File: config.mk
export PLATFORM = sky130hd
export DESIGN_NAME = sscp_port
export DESIGN_NICKNAME = d
export VERILOG_FILES = /design/src/sscp_port.v /design/src/sscp_sync.v
export VERILOG_INCLUDE_DIRS = /design/src
export SDC_FILE = /design/constraint.sdc
export NUM_CORES = 1
export LEC_CHECK = 0
export BUFFER_PORTS_ARGS = -buffer_cell sky130_fd_sc_hd__buf_2
export CORE_UTILIZATION = 64
export DETAILED_ROUTE_END_ITERATION = 10
export PLACE_DENSITY = 0.95
export SLEW_MARGIN = 20
export SYNTH_ARGS = -nofsm -noshare
export SYNTH_HDL_FRONTEND = slang
export SYNTH_SLANG_ARGS = --single-unit
File: constraint.sdc
create_clock -name mclk -period 4.1 [get_ports mclk]
set_input_delay 0.41 -clock mclk [delete_from_list [all_inputs] [get_ports mclk]]
set_output_delay 0.41 -clock mclk [all_outputs]
set_load 0.02 [all_outputs]
File: src/sscp_defines.vh
// constants for the sensor serial command port
`ifndef SSCP_DEFINES_VH
`define SSCP_DEFINES_VH
`define SSCP_CMD_RESET 8'h72
`define SSCP_CMD_IDLE 8'h94
`define SSCP_CMD_MEAS1 8'ha0
`define SSCP_CMD_MEAS2 8'ha2
`define SSCP_CMD_MEAS3 8'ha4
`define SSCP_CMD_MEAS4 8'ha6
`define SSCP_CMD_PRESS 8'hc0
`define SSCP_CMD_STATUS 8'h80
`define SSCP_CMD_NVM 8'hd6
`define SSCP_NVM_ADDR_A 8'h75
`define SSCP_NVM_ADDR_B 8'h76
`define SSCP_SLAVE_ADDR 7'h65
`define SSCP_ACK_BYTE 8'h00
`define SSCP_BUSY_BYTE 8'h00
`define SSCP_READY_BYTE 8'h01
`define SSCP_IDLE_BYTE 8'hff
`define SSCP_CLK_NS 50
`define SSCP_NVM_BUSY_NS 25000
`define SSCP_NVM_BUSY_CYC (`SSCP_NVM_BUSY_NS / `SSCP_CLK_NS)
`define SSCP_CL_OP 3'h0
`define SSCP_CL_RES 3'h1
`define SSCP_CL_STAT 3'h2
`define SSCP_CL_NVM 3'h3
`define SSCP_CL_OTHER 3'h4
`define SSCP_SRC_NONE 2'h0
`define SSCP_SRC_RES 2'h1
`define SSCP_SRC_STAT 2'h2
`define SSCP_SRC_NVM 2'h3
`endif

File: src/sscp_port.v
// serial command port: SPI mode 3 or I2C slave in front of the sensor core
`timescale 1ns/1ns
`include "sscp_defines.vh"
module sscp_port #(
   parameter NVM_BUSY_CYC = `SSCP_NVM_BUSY_CYC
) (
   input wire mclk,
   input wire reset_n,
   input wire iface_select,
   input wire chip_select_low,
   input wire sclk,
   input wire sdi,
   output reg sdo,
   output reg sdo_oe_n,
   input wire scl_in,
   output reg scl_out,
   output reg scl_oe_n,
   input wire sda_in,
   output reg sda_out,
   output reg sda_oe_n,
   input wire [23:0] result_data,
   input wire [7:0] status_data,
   input wire nvm_done,
   input wire [7:0] nvm_data,
   output reg cmd_valid,
   output reg [7:0] cmd_code,
   output reg go_shutdown,
   output reg go_idle,
   output reg start_measure,
   output reg [1:0] measure_setting,
   output reg nvm_req,
   output reg [7:0] nvm_addr
);
   localparam [6:0] S_CMD = 7'h01, S_ACK = 7'h02, S_DATA = 7'h04, S_ADDR = 7'h08;
   localparam [6:0] S_POLL = 7'h10, S_NVMD = 7'h20, S_DONE = 7'h40;
   localparam [6:0] I_IDLE = 7'h01, I_ADDR = 7'h02, I_CMD = 7'h04, I_MADDR = 7'h08;
   localparam [6:0] I_WRX = 7'h10, I_RD = 7'h20, I_SKIP = 7'h40;

   // command class decode, shared by both links
   function [2:0] cmd_class;
      input [7:0] c;
      begin
         case (c)
            `SSCP_CMD_RESET, `SSCP_CMD_IDLE, `SSCP_CMD_MEAS1,
            `SSCP_CMD_MEAS2, `SSCP_CMD_MEAS3, `SSCP_CMD_MEAS4: cmd_class = `SSCP_CL_OP;
            `SSCP_CMD_PRESS: cmd_class = `SSCP_CL_RES;
            `SSCP_CMD_STATUS: cmd_class = `SSCP_CL_STAT;
            `SSCP_CMD_NVM: cmd_class = `SSCP_CL_NVM;
            default: cmd_class = `SSCP_CL_OTHER;
         endcase
      end
   endfunction

   function nvm_addr_ok;
      input [7:0] a;
      begin
         nvm_addr_ok = (a == `SSCP_NVM_ADDR_A) || (a == `SSCP_NVM_ADDR_B);
      end
   endfunction

   wire [5:0] pins_q;
   sscp_sync #(.W(6), .RST_VAL(6'h3f)) u_sync (
      .mclk(mclk),
      .reset_n(reset_n),
      .d({iface_select, chip_select_low, sclk, sdi, scl_in, sda_in}),
      .q(pins_q)
   );
   wire sel_q = pins_q[5];
   wire cs_q = pins_q[4];
   wire sclk_q = pins_q[3];
   wire sdi_q = pins_q[2];
   wire scl_q = pins_q[1];
   wire sda_q = pins_q[0];

   reg cs_d_ff, sclk_d_ff, scl_d_ff, sda_d_ff;
   reg [6:0] spi_st_ff, i2c_st_ff;
   reg [2:0] spi_cnt_ff;
   reg [3:0] i2c_cnt_ff;
   reg [7:0] spi_rx_ff, spi_tx_ff, spi_cmd_ff, i2c_rx_ff, i2c_tx_ff;
   reg [1:0] spi_left_ff, i2c_left_ff, i2c_src_ff;
   reg [23:0] res_ff;
   reg [7:0] nvm_byte_ff, op_code_ff;
   reg op_go_ff, i2c_opp_ff, ack_want_ff, stretch_pend_ff, nvm_rdy_ff;
   reg [9:0] busy_cnt_ff;

   wire cs_fall = cs_d_ff & ~cs_q;
   wire sclk_rise = ~sclk_d_ff & sclk_q;
   wire sclk_fall = sclk_d_ff & ~sclk_q;
   wire scl_rise = ~scl_d_ff & scl_q;
   wire scl_fall = scl_d_ff & ~scl_q;
   wire i2c_start = scl_q & scl_d_ff & sda_d_ff & ~sda_q;
   wire i2c_stop = scl_q & scl_d_ff & ~sda_d_ff & sda_q;
   wire [7:0] spi_byte = {spi_rx_ff[6:0], sdi_q};
   wire [7:0] i2c_byte = {i2c_rx_ff[6:0], sda_q};
   wire i2c_active = (i2c_st_ff != I_IDLE) && (i2c_st_ff != I_SKIP);

   always @(posedge mclk or negedge reset_n) begin
      if (!reset_n) begin
         cs_d_ff <= 1'b1;
         sclk_d_ff <= 1'b1;
         scl_d_ff <= 1'b1;
         sda_d_ff <= 1'b1;
         spi_st_ff <= S_CMD;
         i2c_st_ff <= I_IDLE;
         spi_cnt_ff <= 3'h0;
         i2c_cnt_ff <= 4'h0;
         spi_rx_ff <= 8'h00;
         spi_tx_ff <= 8'h00;
         spi_cmd_ff <= 8'h00;
         i2c_rx_ff <= 8'h00;
         i2c_tx_ff <= 8'hff;
         spi_left_ff <= 2'h0;
         i2c_left_ff <= 2'h0;
         i2c_src_ff <= `SSCP_SRC_NONE;
         res_ff <= 24'h000000;
         nvm_byte_ff <= 8'h00;
         op_code_ff <= 8'h00;
         op_go_ff <= 1'b0;
         i2c_opp_ff <= 1'b0;
         ack_want_ff <= 1'b0;
         stretch_pend_ff <= 1'b0;
         nvm_rdy_ff <= 1'b0;
         busy_cnt_ff <= 10'h000;
         nvm_req <= 1'b0;
         nvm_addr <= 8'h00;
         sdo <= 1'b0;
         sdo_oe_n <= 1'b1;
         scl_out <= 1'b0;
         scl_oe_n <= 1'b1;
         sda_out <= 1'b0;
         sda_oe_n <= 1'b1;
      end else begin
         cs_d_ff <= cs_q;
         sclk_d_ff <= sclk_q;
         scl_d_ff <= scl_q;
         sda_d_ff <= sda_q;
         op_go_ff <= 1'b0;
         nvm_req <= 1'b0;
         scl_out <= 1'b0;
         sda_out <= 1'b0;
         if (nvm_req) begin
            nvm_rdy_ff <= 1'b0;
            busy_cnt_ff <= 10'h000;
         end else if (nvm_done) begin
            nvm_rdy_ff <= 1'b1;
            nvm_byte_ff <= nvm_data;
         end else if (!nvm_rdy_ff) begin
            if (busy_cnt_ff >= NVM_BUSY_CYC[9:0] - 10'h001)
               nvm_rdy_ff <= 1'b1;
            else
               busy_cnt_ff <= busy_cnt_ff + 10'h001;
         end
         if (!sel_q || cs_q) begin
            spi_st_ff <= S_CMD;
            spi_cnt_ff <= 3'h0;
            sdo_oe_n <= 1'b1;
         end else if (cs_fall) begin
            spi_st_ff <= sclk_q ? S_CMD : S_DONE;
            spi_cnt_ff <= 3'h0;
            spi_tx_ff <= 8'h00;
            sdo <= 1'b0;
            sdo_oe_n <= 1'b0;
         end else if (sclk_rise) begin
            spi_rx_ff <= spi_byte;
            spi_cnt_ff <= spi_cnt_ff + 3'h1;
            if (spi_cnt_ff == 3'h7) begin
               case (spi_st_ff)
                  S_CMD: begin
                     spi_cmd_ff <= spi_byte;
                     spi_tx_ff <= `SSCP_ACK_BYTE;
                     spi_st_ff <= S_ACK;
                  end
                  S_ACK: begin
                     spi_tx_ff <= 8'h00;
                     spi_st_ff <= S_DONE;
                     case (cmd_class(spi_cmd_ff))
                        `SSCP_CL_OP: begin
                           op_go_ff <= 1'b1;
                           op_code_ff <= spi_cmd_ff;
                        end
                        `SSCP_CL_RES: begin
                           res_ff <= result_data;
                           spi_tx_ff <= result_data[23:16];
                           spi_left_ff <= 2'h2;
                           spi_st_ff <= S_DATA;
                        end
                        `SSCP_CL_STAT: begin
                           spi_tx_ff <= status_data;
                           spi_left_ff <= 2'h0;
                           spi_st_ff <= S_DATA;
                        end
                        `SSCP_CL_NVM: spi_st_ff <= S_ADDR;
                        default: spi_st_ff <= S_DONE;
                     endcase
                  end
                  S_DATA: begin
                     spi_left_ff <= spi_left_ff - 2'h1;
                     if (spi_left_ff == 2'h2)
                        spi_tx_ff <= res_ff[15:8];
                     else if (spi_left_ff == 2'h1)
                        spi_tx_ff <= res_ff[7:0];
                     else begin
                        spi_tx_ff <= 8'h00;
                        spi_st_ff <= S_DONE;
                     end
                  end
                  S_ADDR: begin
                     spi_tx_ff <= `SSCP_BUSY_BYTE;
                     if (nvm_addr_ok(spi_byte)) begin
                        nvm_req <= 1'b1;
                        nvm_addr <= spi_byte;
                        spi_st_ff <= S_POLL;
                     end else
                        spi_st_ff <= S_DONE;
                  end
                  S_POLL: begin
                     if (nvm_rdy_ff) begin
                        spi_tx_ff <= `SSCP_READY_BYTE;
                        spi_st_ff <= S_NVMD;
                     end else
                        spi_tx_ff <= `SSCP_BUSY_BYTE;
                  end
                  S_NVMD: begin
                     spi_tx_ff <= nvm_byte_ff;
                     spi_st_ff <= S_DONE;
                  end
                  default: spi_tx_ff <= 8'h00;
               endcase
            end
         end else if (sclk_fall)
            sdo <= spi_tx_ff[3'h7 - spi_cnt_ff];
         // i2c link, active with select low
         if (sel_q) begin
            i2c_st_ff <= I_IDLE;
            sda_oe_n <= 1'b1;
            scl_oe_n <= 1'b1;
            stretch_pend_ff <= 1'b0;
         end else if (i2c_start) begin
            i2c_st_ff <= I_ADDR;
            i2c_cnt_ff <= 4'h0;
            sda_oe_n <= 1'b1;
         end else if (i2c_stop) begin
            i2c_st_ff <= I_IDLE;
            sda_oe_n <= 1'b1;
         end else if (scl_rise && i2c_active) begin
            i2c_cnt_ff <= (i2c_cnt_ff == 4'h8) ? 4'h0 : i2c_cnt_ff + 4'h1;
            if (i2c_cnt_ff != 4'h8)
               i2c_rx_ff <= i2c_byte;
            if (i2c_cnt_ff == 4'h7) begin
               ack_want_ff <= 1'b1;
               case (i2c_st_ff)
                  I_ADDR: begin
                     if (i2c_byte[7:1] == `SSCP_SLAVE_ADDR) begin
                        if (i2c_byte[0]) begin
                           i2c_st_ff <= I_RD;
                           i2c_left_ff <= 2'h0;
                           i2c_tx_ff <= `SSCP_IDLE_BYTE;
                           if (i2c_src_ff == `SSCP_SRC_RES) begin
                              res_ff <= result_data;
                              i2c_tx_ff <= result_data[23:16];
                              i2c_left_ff <= 2'h2;
                           end else if (i2c_src_ff == `SSCP_SRC_STAT)
                              i2c_tx_ff <= status_data;
                           else if (i2c_src_ff == `SSCP_SRC_NVM)
                              i2c_tx_ff <= nvm_byte_ff;
                        end else
                           i2c_st_ff <= I_CMD;
                     end else begin
                        ack_want_ff <= 1'b0;
                        i2c_st_ff <= I_SKIP;
                     end
                  end
                  I_CMD: begin
                     i2c_st_ff <= I_WRX;
                     i2c_src_ff <= `SSCP_SRC_NONE;
                     case (cmd_class(i2c_byte))
                        `SSCP_CL_OP: begin
                           i2c_opp_ff <= 1'b1;
                           op_code_ff <= i2c_byte;
                        end
                        `SSCP_CL_RES: i2c_src_ff <= `SSCP_SRC_RES;
                        `SSCP_CL_STAT: i2c_src_ff <= `SSCP_SRC_STAT;
                        `SSCP_CL_NVM: i2c_st_ff <= I_MADDR;
                        default: i2c_src_ff <= `SSCP_SRC_NONE;
                     endcase
                  end
                  I_MADDR: begin
                     if (nvm_addr_ok(i2c_byte)) begin
                        nvm_req <= 1'b1;
                        nvm_addr <= i2c_byte;
                        stretch_pend_ff <= 1'b1;
                        i2c_src_ff <= `SSCP_SRC_NVM;
                        i2c_st_ff <= I_WRX;
                     end else begin
                        ack_want_ff <= 1'b0;
                        i2c_st_ff <= I_SKIP;
                     end
                  end
                  I_RD: ack_want_ff <= 1'b0;
                  default: ack_want_ff <= 1'b1;
               endcase
            end
            if (i2c_cnt_ff == 4'h8) begin
               ack_want_ff <= 1'b0;
               if (i2c_opp_ff) begin
                  i2c_opp_ff <= 1'b0;
                  op_go_ff <= 1'b1;
               end
               // own ack of the read address leaves the first byte in place
               if (i2c_st_ff == I_RD && !ack_want_ff) begin
                  if (sda_q)
                     i2c_st_ff <= I_SKIP;
                  else begin
                     i2c_left_ff <= i2c_left_ff - {1'b0, i2c_left_ff != 2'h0};
                     if (i2c_left_ff == 2'h2)
                        i2c_tx_ff <= res_ff[15:8];
                     else if (i2c_left_ff == 2'h1)
                        i2c_tx_ff <= res_ff[7:0];
                     else
                        i2c_tx_ff <= `SSCP_IDLE_BYTE;
                  end
               end
            end
         end else if (scl_fall) begin
            if (i2c_cnt_ff == 4'h8)
               sda_oe_n <= ~ack_want_ff;
            else if (i2c_st_ff == I_RD)
               sda_oe_n <= i2c_tx_ff[3'h7 - i2c_cnt_ff[2:0]];
            else
               sda_oe_n <= 1'b1;
            if (i2c_cnt_ff == 4'h0 && stretch_pend_ff) begin
               scl_oe_n <= 1'b0;
               stretch_pend_ff <= 1'b0;
            end
         end
         if (!scl_oe_n && nvm_rdy_ff && !nvm_req)
            scl_oe_n <= 1'b1;
      end
   end

   always @(posedge mclk or negedge reset_n) begin
      if (!reset_n) begin
         cmd_valid <= 1'b0;
         cmd_code <= 8'h00;
         go_shutdown <= 1'b0;
         go_idle <= 1'b0;
         start_measure <= 1'b0;
         measure_setting <= 2'h0;
      end else begin
         cmd_valid <= op_go_ff;
         go_shutdown <= op_go_ff && (op_code_ff == `SSCP_CMD_RESET);
         go_idle <= op_go_ff && (op_code_ff == `SSCP_CMD_IDLE);
         start_measure <= op_go_ff && (op_code_ff[7:3] == `SSCP_CMD_MEAS1 >> 3);
         if (op_go_ff) begin
            cmd_code <= op_code_ff;
            measure_setting <= op_code_ff[2:1];
         end
      end
   end
endmodule // sscp_port

File: src/sscp_sync.v
// two-stage synchroniser for pin inputs
`timescale 1ns/1ns
module sscp_sync #(
   parameter W = 6,
   parameter [W-1:0] RST_VAL = {W{1'b1}}
) (
   input wire mclk,
   input wire reset_n,
   input wire [W-1:0] d,
   output reg [W-1:0] q
);
   reg [W-1:0] meta_ff;
   always @(posedge mclk or negedge reset_n) begin
      if (!reset_n) begin
         meta_ff <= RST_VAL;
         q <= RST_VAL;
      end else begin
         meta_ff <= d;
         q <= meta_ff;
      end
   end
endmodule // sscp_sync

==> summary.txt <==
Run status
  – Status: complete, but fails checks
  – Failing checks: DRC

Place
  – HPWL after detailed placement: 12860 µm
  – Placement Cell Area: 8173 µm²
  – Port bufs: 75
  – Global placement routability congestion: 0.8971
  – DP Cell Count: 880

STA
  – Fin. Hold Viols: 0
  – Final hold slack: 61.39 ps
  – Pins over their slew limit: 0
  – Total negative slack: 0 ps
  – Fin Clk Skew: 9.296 ps
  – Crit share post-route: 70.09%
  – Max Clk Rate: 348.0 MHz
  – RSZ-0062 raised after global routing: no
  – Fin crit period: 2874 ps
  – Worst Tran Pin Value: 971.0 ps
  – Slew margin rel.: 34.58%
  – # setup viols final: 0

Critical path
  – WP buf/inv: 1
  – Slowest-stage cell, CP: nor4_4
  – Worst-path maximum fanout: 16
  – Crit path largest cell delay: 610 ps
  – Delay-heaviest family, CP: simple AND/OR/NAND/NOR gates
  – Worst EP required: 4420 ps
  – Worst flop-to-flop path startpoint: spi_st_ff[5]
  – CP Class: reg -> reg
  – Crit path launch: spi_st_ff[5]
  – Crit-path cells: or4b_4, nor4_4, nand4_1, o41ai_4, buf_4, mux2_2
  – Critical path startpoint category: flop
  – Worst setup EP type: flop
  – CP arrival: 3190 ps

GRT
  – GR Layer Usage met1: 38.65%
  – Overall Global Routing Usage: 30.60%
  – GR Layer Usage met3: 6.911%
  – GR peak layer: met2
  – Number of global-route vias before repair: 6026
  – First-pass GRT wire length: 29890 µm
  – Grt ovf: 0
  – Largest net degree at the start of global routing: 94
  – Met2 usage: 50.35%
  – Initial antenna violation count: 0

Logic synthesis
  – Flops & latches, synth: 153
  – Synth Area in Adders: 1.130%
  – Post-Syn Instances: 696
  – Largest family of logic cells by synthesized area: simple AND/OR/NAND/NOR gates
  – Yosys warns: 0
  – Mux contribution to synthesized area: 14.32%
  – Post-synth EDFFs: 0
  – Synth Area in Simple Gates: 15.74%
  – Avg Cell Area, Syn: 11.14 µm²
  – Library cells used by synthesis: 74
  – Post-Syn Area: 7751 µm²
  – Async S/R FF share, synth: 100.0%
  – Synth Area in Compound Gates: 14.27%
  – Post-synthesis sequential area ratio: 49.86%
  – XOR/XNOR Fraction of Synth Area: 1.582%
  – Top FF cell, synth: dfrtp_1

Power and ir drop
  – P per Cell Area: 382.9 nW/µm²
  – Leak Pwr: 3.926 nW
  – Max rail drop VDD: 278.7 µV

Route
  – Drt pass-1 iters: 10
  – Post-route DRC: 4
  – Via count: 6178
  – Vias/cell: 6.774
  – WL final: 18180 µm
  – Antenna Nets Post-Route: 0
  – Avg WL per Cell: 19.93 µm
  – Initial DRC Count: 572

Cells and area
  – NumNets Final: 812
  – Layout Cells excl Fill: 912
  – Finished Cell Area: 8780 µm²
  – Fill cells: 730
  – Diodes inserted: 0
  – Area delta synth->final: 13.27%
  – Ratio of cells with drive above 1 in the final layout: 29.13%

CTS
  – CTS tree: done
  – # Post-CTS Setup Buffers: 0
  – H-tree levels: 4
  – CTS Sinks: 153
  – Worst skew pair latency: 430 ps
  – Hold buffers post-CTS: 0
  – CTS buffer count: 17
  – Max clock buf depth: 2
  – Clock-pin transition on the worst setup and hold timing paths: 60 ps
  – Post_cts resized: 0
  – Root Buffer: clkbuf_16

Flow run
  – MaxCap Viol Count: 0

Die
  – Starting Density: 66.74%
  – Num ports: 78
  – Row cnt: 39
  – CORE AREA: 11610 µm²
  – Die Ht: 112.1 µm
  – Chip width: 112.1 µm
  – DIE AREA: 12560 µm²

Hold path
  – Worst hold-check path type: in -> async
-- logic make-up (layout without fill, tap and decap cells) --
| logic type | count (synthesis) | after routing |
|---|---|---|
| adder cells (fa/ha/maj) | 7 | 7 |
| AO/OA/AOI/OAI | 158 | 158 |
| flip-flops | 153 | 153 |
| buffers and inverters | 56 | 128 |
| XOR/XNOR | 14 | 14 |
| multiplexers | 94 | 94 |
| other | 1 | 2 |
| AND/OR/NAND/NOR | 213 | 213 |
-- flip-flops by register name (all words and copies together), names as in the netlist, 8 cells and up --
signal	count
i2c_tx_ff	8
res_ff	16
nvm_byte_ff	8
spi_tx_ff	8
nvm_addr	8
spi_cmd_ff	8
op_code_ff	8
cmd_code	8
busy_cnt_ff	10
-- routing by layer --
| metal | part of all wire, % | vias up |
|---|---|---|
| li1 | - | 2730 |
| met1 | 40 | 3038 |
| met2 | 49 | 330 |
| met3 | 6.9 | 80 |
| met4 | 4.3 | 0 |
| met5 | 0 | - |
-- worst register-to-register path: stages, from the launching register on --
cell,delay (ps)
dfrtp_1,500
or4b_4,600
nor4_4,610
nand4_1,240
o41ai_4,110
buf_4,330
mux2_2,380
-- worst paths after layout --
kind	endpoint	slack [ps]	depth (start not counted)
max reg2reg	res_ff[5]	1230	6
min reg2reg	u_sync.q[0]	350	0
max in group asynchronous	res_ff[9]	3100	2
min	cmd_code[2]	60	1
min in group mclk	u_sync.meta_ff[1]	70	1
max	res_ff[5]	1230	6
-- layout by cell type (no fill, tap or decap), types with 9 or more instances in the layout --
cell / netlist / routed
a21oi_1: 15 / 15
a22o_1: 16 / 16
a31oi_1: 11 / 11
and3_1: 10 / 10
buf_2: 3 / 74
clkbuf_16: 0 / 17
dfrtp_1: 124 / 124
dfstp_2: 29 / 29
inv_1: 17 / 17
mux2_2: 55 / 55
mux2_4: 10 / 10
mux2i_1: 25 / 25
nand2_1: 36 / 36
nand2b_1: 14 / 14
nand3_1: 15 / 15
nand4_1: 9 / 9
nor2_1: 38 / 38
nor3_1: 16 / 16
nor4_1: 13 / 13
o21ai_0: 41 / 41
o22ai_1: 15 / 15
xor2_1: 10 / 10
-- report_power, final --
group / total [mW] / switching, mW / internal (mW)
Clock: 1.60 / 0.604 / 0.991
Combinational: 0.157 / 0.0851 / 0.0714
Sequential: 1.61 / 0.0547 / 1.56
-- synthesized netlist by cell type, drive strengths merged (15+ instances only) --
master / number / area, µm²
a21oi: 15 / 75.07
mux2i: 25 / 250.2
inv: 17 / 63.81
clkbuf: 26 / 97.59
o21ai: 41 / 205.2
a22o: 16 / 140.1
dfrtp: 124 / 3103
o22ai: 15 / 93.84
nor3: 16 / 80.08
nor4: 15 / 123.9
mux2: 65 / 769.5
nor2: 38 / 142.6
dfstp: 29 / 762.0
nand2: 37 / 141.4
nand3: 15 / 75.07
-- through the flow --
step,power (mW),setup WS [ps],util [%]
2_1_floorplan,1.704,1615,-
3_3_place_gp,1.780,1357,70.37
3_5_place_dp,1.790,1291,70.37
4_1_cts,3.377,1251,75.60
5_1_grt,3.463,1055,75.60
6_report,3.362,1226,75.60
-- final cells by class --
cell class / instances / area, µm² / share of cell area (%)
multi-input combinational: 488 / 3654 / 41.61
timing repair buffer: 79 / 411.6 / 4.689
sequential: 153 / 3865 / 44.02
clock inverter: 10 / 142.6 / 1.625
inverter: 17 / 63.81 / 0.7268
tap: 143 / 178.9 / 2.038
clock buffer: 22 / 464.2 / 5.287
Power figures use the tool's default switching activity.
